<file path="src/sleep_ctrl_pkg.sv">
// Package for the sleep mode controller: mode encodings, clock gate indices, widths.
// Assumes one reference clock domain; consumers reference everything as sleep_ctrl_pkg::name.
package sleep_ctrl_pkg;

  localparam int MODE_W = 3;

  // Software mode codes; other codes are refused
  localparam logic [MODE_W-1:0] MODE_IDLE      = 3'h0;
  localparam logic [MODE_W-1:0] MODE_ADC_NR    = 3'h1;
  localparam logic [MODE_W-1:0] MODE_PWR_DOWN  = 3'h2;
  localparam logic [MODE_W-1:0] MODE_PWR_SAVE  = 3'h3;
  localparam logic [MODE_W-1:0] MODE_STANDBY   = 3'h6;

  // Clock enable vector bit positions
  localparam int GATE_W       = 6;
  localparam int GATE_CPU     = 0;
  localparam int GATE_IO      = 1;
  localparam int GATE_ADC     = 2;
  localparam int GATE_ASYNC   = 3;
  localparam int GATE_OSC     = 4;
  localparam int GATE_IRQ     = 5;

  localparam logic [GATE_W-1:0] GATES_ALL_ON  = 6'h3F;
  localparam logic [GATE_W-1:0] GATES_ALL_OFF = 6'h00;

  // Cycles between each restore step during wake-up
  localparam int WAKE_STEP_CYCLES = 2;
  localparam int WAKE_CNT_W       = 4;

  // Cycles of clocked reset after release of the asynchronous reset
  localparam int RESET_HOLD_CYCLES = 4;

  typedef enum logic [2:0] {
    ST_RUN,
    ST_SLEEP,
    ST_WAKE_OSC,
    ST_WAKE_PERI,
    ST_WAKE_CPU
  } sleep_state_e;

endpackage : sleep_ctrl_pkg

</file>
<file path="src/sleep_mode_controller.sv">
// Sleep mode controller: gates clocks per selected power saving mode, wakes on
// interrupt or reset, and tristates the general-purpose ports on reset.
// Assumes inputs synchronous to i_ref_clk; clock gating cells downstream latch the enables.
`timescale 1ns/100ps
module sleep_mode_controller #(
  parameter int PORT_W = 53
) (
  input  wire logic                              i_ref_clk,
  input  wire logic                              i_arst_n,
  input  wire logic [sleep_ctrl_pkg::MODE_W-1:0] i_mode,
  input  wire logic                              i_sleep_en,
  input  wire logic                              i_sleep_req,
  input  wire logic                              i_wake_irq,
  input  wire logic [PORT_W-1:0]                 i_port_oe,
  output logic      [PORT_W-1:0]                 o_port_oe,
  output logic                                   o_cpu_clk_en,
  output logic                                   o_io_clk_en,
  output logic                                   o_adc_clk_en,
  output logic                                   o_async_clk_en,
  output logic                                   o_osc_en,
  output logic                                   o_irq_clk_en,
  output logic                                   o_sleeping,
  output logic                                   o_core_rst_n,
  output logic                                   o_mode_err
);

  // Refused at elaboration: a zero-width port vector has nothing to tristate
  if (PORT_W < 1)
  begin : g_port_w_check
    $error("PORT_W must be at least 1");
  end

  // Clock enables kept in each mode
  function automatic logic [sleep_ctrl_pkg::GATE_W-1:0] mode_gates(
    input logic [sleep_ctrl_pkg::MODE_W-1:0] mode
  );
    logic [sleep_ctrl_pkg::GATE_W-1:0] g;
    g = sleep_ctrl_pkg::GATES_ALL_OFF;
    case (mode)
      sleep_ctrl_pkg::MODE_IDLE:
      begin
        g = sleep_ctrl_pkg::GATES_ALL_ON;
        g[sleep_ctrl_pkg::GATE_CPU] = 1'b0;
      end
      sleep_ctrl_pkg::MODE_ADC_NR:
      begin
        g[sleep_ctrl_pkg::GATE_OSC]   = 1'b1;
        g[sleep_ctrl_pkg::GATE_ADC]   = 1'b1;
        g[sleep_ctrl_pkg::GATE_ASYNC] = 1'b1;
        g[sleep_ctrl_pkg::GATE_IRQ]   = 1'b1;
      end
      sleep_ctrl_pkg::MODE_PWR_SAVE:
      begin
        g[sleep_ctrl_pkg::GATE_ASYNC] = 1'b1;
      end
      sleep_ctrl_pkg::MODE_STANDBY:
      begin
        g[sleep_ctrl_pkg::GATE_OSC] = 1'b1;
      end
      default:
      begin
        g = sleep_ctrl_pkg::GATES_ALL_OFF;
      end
    endcase
    return g;
  endfunction : mode_gates

  function automatic logic mode_valid(
    input logic [sleep_ctrl_pkg::MODE_W-1:0] mode
  );
    return (mode == sleep_ctrl_pkg::MODE_IDLE)     ||
           (mode == sleep_ctrl_pkg::MODE_ADC_NR)   ||
           (mode == sleep_ctrl_pkg::MODE_PWR_DOWN) ||
           (mode == sleep_ctrl_pkg::MODE_PWR_SAVE) ||
           (mode == sleep_ctrl_pkg::MODE_STANDBY);
  endfunction : mode_valid

  // Reset stretcher: core logic leaves reset only on clock edges
  logic [3:0] rst_cnt;
  logic [3:0] next_rst_cnt;
  logic       core_rst_n;
  logic       next_core_rst_n;

  always_comb
  begin
    next_rst_cnt    = rst_cnt;
    next_core_rst_n = core_rst_n;
    if (rst_cnt != 4'(sleep_ctrl_pkg::RESET_HOLD_CYCLES))
    begin
      next_rst_cnt = rst_cnt + 4'h1;
    end
    else
    begin
      next_core_rst_n = 1'b1;
    end
  end

  always_ff @(posedge i_ref_clk or negedge i_arst_n)
  begin
    if (!i_arst_n)
    begin
      rst_cnt    <= 4'h0;
      core_rst_n <= 1'b0;
    end
    else
    begin
      rst_cnt    <= next_rst_cnt;
      core_rst_n <= next_core_rst_n;
    end
  end

  // Sleep sequencer
  sleep_ctrl_pkg::sleep_state_e state;
  sleep_ctrl_pkg::sleep_state_e next_state;
  logic [sleep_ctrl_pkg::GATE_W-1:0]     gates;
  logic [sleep_ctrl_pkg::GATE_W-1:0]     next_gates;
  logic [sleep_ctrl_pkg::WAKE_CNT_W-1:0] wcnt;
  logic [sleep_ctrl_pkg::WAKE_CNT_W-1:0] next_wcnt;
  logic                                  mode_err;
  logic                                  next_mode_err;
  logic                                  step_done;
  logic                                  sleeping;
  logic                                  next_sleeping;

  assign step_done = (wcnt == sleep_ctrl_pkg::WAKE_CNT_W'(sleep_ctrl_pkg::WAKE_STEP_CYCLES - 1));

  always_comb
  begin
    next_state    = state;
    next_gates    = gates;
    next_wcnt     = '0;
    next_mode_err = mode_err;
    if (!core_rst_n)
    begin
      next_state    = sleep_ctrl_pkg::ST_RUN;
      next_gates    = sleep_ctrl_pkg::GATES_ALL_ON;
      next_mode_err = 1'b0;
    end
    else
    begin
      case (state)
        sleep_ctrl_pkg::ST_RUN:
        begin
          if (i_sleep_req && i_sleep_en && !i_wake_irq)
          begin
            if (mode_valid(i_mode))
            begin
              next_state    = sleep_ctrl_pkg::ST_SLEEP;
              next_gates    = mode_gates(i_mode);
              next_mode_err = 1'b0;
            end
            else
            begin
              next_mode_err = 1'b1;
            end
          end
        end
        sleep_ctrl_pkg::ST_SLEEP:
        begin
          // Oscillator first, then peripherals, CPU last
          if (i_wake_irq)
          begin
            next_state = sleep_ctrl_pkg::ST_WAKE_OSC;
            next_gates[sleep_ctrl_pkg::GATE_OSC] = 1'b1;
          end
        end
        sleep_ctrl_pkg::ST_WAKE_OSC:
        begin
          next_wcnt = wcnt + 1'b1;
          if (step_done)
          begin
            next_wcnt  = '0;
            next_state = sleep_ctrl_pkg::ST_WAKE_PERI;
            next_gates = sleep_ctrl_pkg::GATES_ALL_ON;
            next_gates[sleep_ctrl_pkg::GATE_CPU] = 1'b0;
          end
        end
        sleep_ctrl_pkg::ST_WAKE_PERI:
        begin
          next_wcnt = wcnt + 1'b1;
          if (step_done)
          begin
            next_wcnt  = '0;
            next_state = sleep_ctrl_pkg::ST_WAKE_CPU;
            next_gates = sleep_ctrl_pkg::GATES_ALL_ON;
          end
        end
        sleep_ctrl_pkg::ST_WAKE_CPU:
        begin
          next_state = sleep_ctrl_pkg::ST_RUN;
        end
        default:
        begin
          next_state = sleep_ctrl_pkg::ST_RUN;
          next_gates = sleep_ctrl_pkg::GATES_ALL_ON;
        end
      endcase
    end
    // Registered status so the output needs no decode after the flop
    next_sleeping = (next_state != sleep_ctrl_pkg::ST_RUN);
  end

  // Enables change only on clock edges or at asynchronous reset, so gating cells never see a glitch
  always_ff @(posedge i_ref_clk or negedge i_arst_n)
  begin
    if (!i_arst_n)
    begin
      state    <= sleep_ctrl_pkg::ST_RUN;
      gates    <= sleep_ctrl_pkg::GATES_ALL_ON;
      wcnt     <= '0;
      mode_err <= 1'b0;
      sleeping <= 1'b0;
    end
    else
    begin
      state    <= next_state;
      gates    <= next_gates;
      wcnt     <= next_wcnt;
      mode_err <= next_mode_err;
      sleeping <= next_sleeping;
    end
  end

  // Port enables: cleared asynchronously, works with the clock stopped
  logic [PORT_W-1:0] port_oe;
  logic [PORT_W-1:0] next_port_oe;

  always_comb
  begin
    next_port_oe = core_rst_n ? i_port_oe : '0;
  end

  always_ff @(posedge i_ref_clk or negedge i_arst_n)
  begin
    if (!i_arst_n)
    begin
      port_oe <= '0;
    end
    else
    begin
      port_oe <= next_port_oe;
    end
  end

  assign o_port_oe      = port_oe;
  assign o_cpu_clk_en   = gates[sleep_ctrl_pkg::GATE_CPU];
  assign o_io_clk_en    = gates[sleep_ctrl_pkg::GATE_IO];
  assign o_adc_clk_en   = gates[sleep_ctrl_pkg::GATE_ADC];
  assign o_async_clk_en = gates[sleep_ctrl_pkg::GATE_ASYNC];
  assign o_osc_en       = gates[sleep_ctrl_pkg::GATE_OSC];
  assign o_irq_clk_en   = gates[sleep_ctrl_pkg::GATE_IRQ];
  assign o_sleeping     = sleeping;
  assign o_core_rst_n   = core_rst_n;
  assign o_mode_err     = mode_err;

endmodule : sleep_mode_controller

</file>
<file path="config.mk">
export PLATFORM = sky130hd
export DESIGN_NAME = sleep_mode_controller
export DESIGN_NICKNAME = d
export VERILOG_FILES = /design/src/sleep_ctrl_pkg.sv /design/src/sleep_mode_controller.sv
export SDC_FILE = /design/constraint.sdc
export NUM_CORES = 1
export LEC_CHECK = 0
export BUFFER_PORTS_ARGS = -buffer_cell sky130_fd_sc_hd__buf_2
export CAP_MARGIN = 5
export CORE_ASPECT_RATIO = 0.5
export CORE_MARGIN = 8
export CORE_UTILIZATION = 45
export DETAILED_ROUTE_END_ITERATION = 6
export PLACE_DENSITY = 0.87
export SYNTH_ARGS = -nofsm -noshare
export SYNTH_HDL_FRONTEND = slang
export SYNTH_SLANG_ARGS = --single-unit
</file>
<file path="constraint.sdc">
create_clock -name i_ref_clk -period 3.21 [get_ports i_ref_clk]
set_clock_uncertainty 0.1 [all_clocks]
set_input_delay 0.321 -clock i_ref_clk [delete_from_list [all_inputs] [get_ports i_ref_clk]]
set_output_delay 0.321 -clock i_ref_clk [all_outputs]
set_load 0.03 [all_outputs]
</file>
==> results.sh <==
export IMPL_hold_viol=0
export IMPL_worstReg2RegEnd="gates[4]"
export IMPL_syn_num_nets=274
export IMPL_diodes=0
export IMPL_worst_path_max_delay_cell="nor3b_2"
export IMPL_critPathKind="flip-flop to flip-flop"
export IMPL_cp_endpoint="gates[4]"
export IMPL_critPathMaxFanout=4
export IMPL_cp_required_ns=3.33
export IMPL_overflow=0
export IMPL_leakage_nw=1.86
export IMPL_synth_edf_count=0
export IMPL_cts_max_path_buffers=2
export IMPL_synth_seq_cells=73
export IMPL_nets=402
export IMPL_die_x_microns=126
export IMPL_dp_hpwl_mm=4.84
export IMPL_syn_area_per_cell_sq_um=13.1
export IMPL_cp_startpoint="wcnt[1]"
export IMPL_cellInternalPower_w=0.00202
export IMPL_p_sw_share_pct=28.3
export IMPL_routed_wl_mm=6.74
export IMPL_cts_tree="yes"
export IMPL_numPortBuffers=122
export IMPL_track_usage_pct=15.1
export IMPL_cp_top_family="simple AND/OR/NAND/NOR gates"
export IMPL_place_congestion=0.815
export IMPL_hold_path_depth=2
export IMPL_power_w=0.00282
export IMPL_combPwrFrac_pct=20.2
export IMPL_syn_area_sq_um=2740
export IMPL_vias=1941
export IMPL_r2r_start="wcnt[1]"
export IMPL_drt_iter0_drc=74
export IMPL_grt_pass1_vias=2142
export IMPL_startpoint_type="flip-flop"
export IMPL_nFillCells=430
export IMPL_clk_latency_ns=0.32
export IMPL_cts_buffers=9
export IMPL_power_frac_clock_pct=39.2
export IMPL_clk_pin_slew_ns=0.06
export IMPL_cp_arrival_ns=1.97
export IMPL_period_share_pct=57.8
export IMPL_ff_latch_area_sq_um=1830
export IMPL_async_reset_ff_share_pct=100
export IMPL_dominantRegCellSynth="dfrtp_1"
export IMPL_maxSlewHeadroom_pct=60.2
export IMPL_crit_buf_inv=1
export IMPL_period_needed_ns=1.86
export IMPL_design_core_area_sq_um=5980
export IMPL_cts_sinks=73
export IMPL_rsz0062_at_grt="false"
export IMPL_setup_viol=0
export IMPL_cts_resized_gates=0
export IMPL_outcome="finished, final reports clean"
export IMPL_r2r_cells=6
export IMPL_crit_chain="inv_1 > ha_1 > nor3b_2 > nand3b_1 > o41ai_1 > a221oi_1"
export IMPL_hold_buffers=1
export IMPL_yosysTopAreaCell="dfrtp_1"
export IMPL_drtPass1Iterations=4
export IMPL_ys_warnings_count=0
export IMPL_endpoint_kind="flip-flop"
export IMPL_timing_hold_ws_ns=0.112
export IMPL_ir_drop_uv=479
export IMPL_post_cts_setup_buffers=0
export IMPL_rows=20
export IMPL_grt_max_degree=57
export IMPL_cellPowerDensity_nw_per_um2=747
export IMPL_dp_cells=402
export IMPL_dieArea_sq_um=8990
export IMPL_seqPwrFrac_pct=40.6
export IMPL_slowest_delay_ns=0.44
export IMPL_synthTopCellsByCount="dfrtp_1 (67), and2_1 (54), inv_1 (8), nand2_1 (8), nor2_1 (8)"
export IMPL_min_path_type="input port to flip-flop"
export IMPL_root_buffer="clkbuf_16"
export IMPL_viasPerCell=4.63
export IMPL_start_util_pct=45.8
export IMPL_synth_area_top_cells="dfrtp_1 (61%), and2_1 (12%), dfstp_2 (5.8%)"
export IMPL_yosysMostFrequentCell="dfrtp_1"
export IMPL_route_detailed_wl_per_inst_microns=16.1
export IMPL_antenna_left=0
export IMPL_multiInputGateArea_sq_um=835
export IMPL_boundaryPins=123
export IMPL_ff2ff_setup_slack_ns=1.35
export IMPL_critical_path_cell_count=6
export IMPL_ys_seq_area_share_pct=67.0
export IMPL_worst_pin_slew_ns=0.597
export IMPL_stdcell_count=419
export IMPL_ys_types=34
export IMPL_finalSetupTns_ns=0
export IMPL_max_freq_mhz=539
export IMPL_yosys_area_top_type_share_pct=61.2
export IMPL_p_switching_w=0.000797
export IMPL_drv_cap=0
export IMPL_ctsHtreeMaxLevel=3
export IMPL_drv_slew=0
export IMPL_layout_drive_gt1_share_pct=43.9
export IMPL_die_h_microns=71.2
export IMPL_drc=0
export IMPL_antenna_found_initial=0
export IMPL_grt_pass1_wl_mm=10.7
export IMPL_area_delta_synth_final_pct=37.6
export IMPL_netlist_instances=209
==> worst register-to-register path, stage by stage, from the launching register on <==
cell	delay (ns)
dfrtp_1	0.39
inv_1	0.06
ha_1	0.12
nor3b_2	0.44
nand3b_1	0.25
o41ai_1	0.11
a221oi_1	0.29
==> layer usage <==
| metal | wire (microns) | global-route usage [%] | up-vias |
|---|---|---|---|
| met1 | 2390 | 14.3 | 955 |
| met4 | 121 | 5.94 | 0 |
| met2 | 4040 | 30.4 | 52 |
| li1 | - | - | 924 |
| met3 | 190 | 4.05 | 10 |
| met5 | 0 | 0 | - |
==> registers in the layout (all words and copies together) (netlist names) <==
signal,count
o_mode_err,1
o_port_oe,53
o_sleeping,1
state,3
rst_cnt,4
gates,6
wcnt,4
o_core_rst_n,1
==> per-stage QoR <==
stage                     worst slack (ns)  utilization [%]  area, sq um
after floorplan                       1.55                -         2740
after global placement                1.50             57.2         3420
after detailed placement              1.37             57.2         3420
after CTS                             1.34             63.0         3770
after global routing                  1.21             63.0         3770
final                                 1.35             63.0         3770
==> power groups by stage <==
stage,clock network [W],registers (W),logic (W)
floorplan,0,0.00128,0.000254
global placement,0,0.00115,0.000544
detailed placement,0,0.00116,0.000566
CTS,0.00112,0.00114,0.000573
global route,0.00116,0.00116,0.000612
finish,0.00110,0.00114,0.000568
==> layout make-up <==
type,instances,area share [%]
inverter,8,0.797
timing repair buffer,125,16.9
clock buffer,11,6.18
clock inverter,5,2.76
tap,77,2.56
multi-input combinational,120,22.2
sequential,73,48.7
==> cells by family after synthesis <==
group / share of synthesized area, %
mux: 2.38
fa+ha+maj: 1.83
compound gates: 4.39
xor+xnor: 1.28
flops: 67.0
buf+inv: 2.51
simple gates: 20.6
==> cells in the final DEF (no fill, tap or decap), types with 2 or more instances in the layout <==
cell | netlist | routed
o21ai_0 | 4 | 4
clkbuf_1 | 6 | 2
nor2_1 | 8 | 8
nand3_1 | 3 | 3
dfstp_2 | 6 | 6
dfrtp_1 | 67 | 67
clkbuf_16 | 0 | 9
a21oi_1 | 5 | 5
nand3b_1 | 3 | 3
mux2i_1 | 2 | 2
inv_1 | 8 | 8
and2_1 | 54 | 54
mux2_1 | 4 | 4
bufinv_16 | 0 | 3
xnor2_1 | 3 | 3
ha_1 | 4 | 4
nand2b_1 | 4 | 4
nor3b_1 | 2 | 2
nand2_1 | 8 | 8
buf_4 | 0 | 2
buf_2 | 1 | 122
nor3_1 | 2 | 2
==> worst min-delay path by stage <==
| stage | from | endpoint | slack [ns] |
|---|---|---|---|
| 6_report | i_port_oe[44] | o_port_oe[44] | 0.11 |
| 5_1_grt | i_port_oe[29] | o_port_oe[29] | 0.1 |
| 4_1_cts | i_port_oe[18] | o_port_oe[18] | 0.10 |
| 3_5_place_dp | i_arst_n | o_port_oe[1] | 0.22 |
| 3_3_place_gp | i_arst_n | o_port_oe[1] | 0.21 |
| 2_1_floorplan | i_arst_n | o_core_rst_n | -0.07 |
Note: power is estimated with default switching activity, not from simulation.
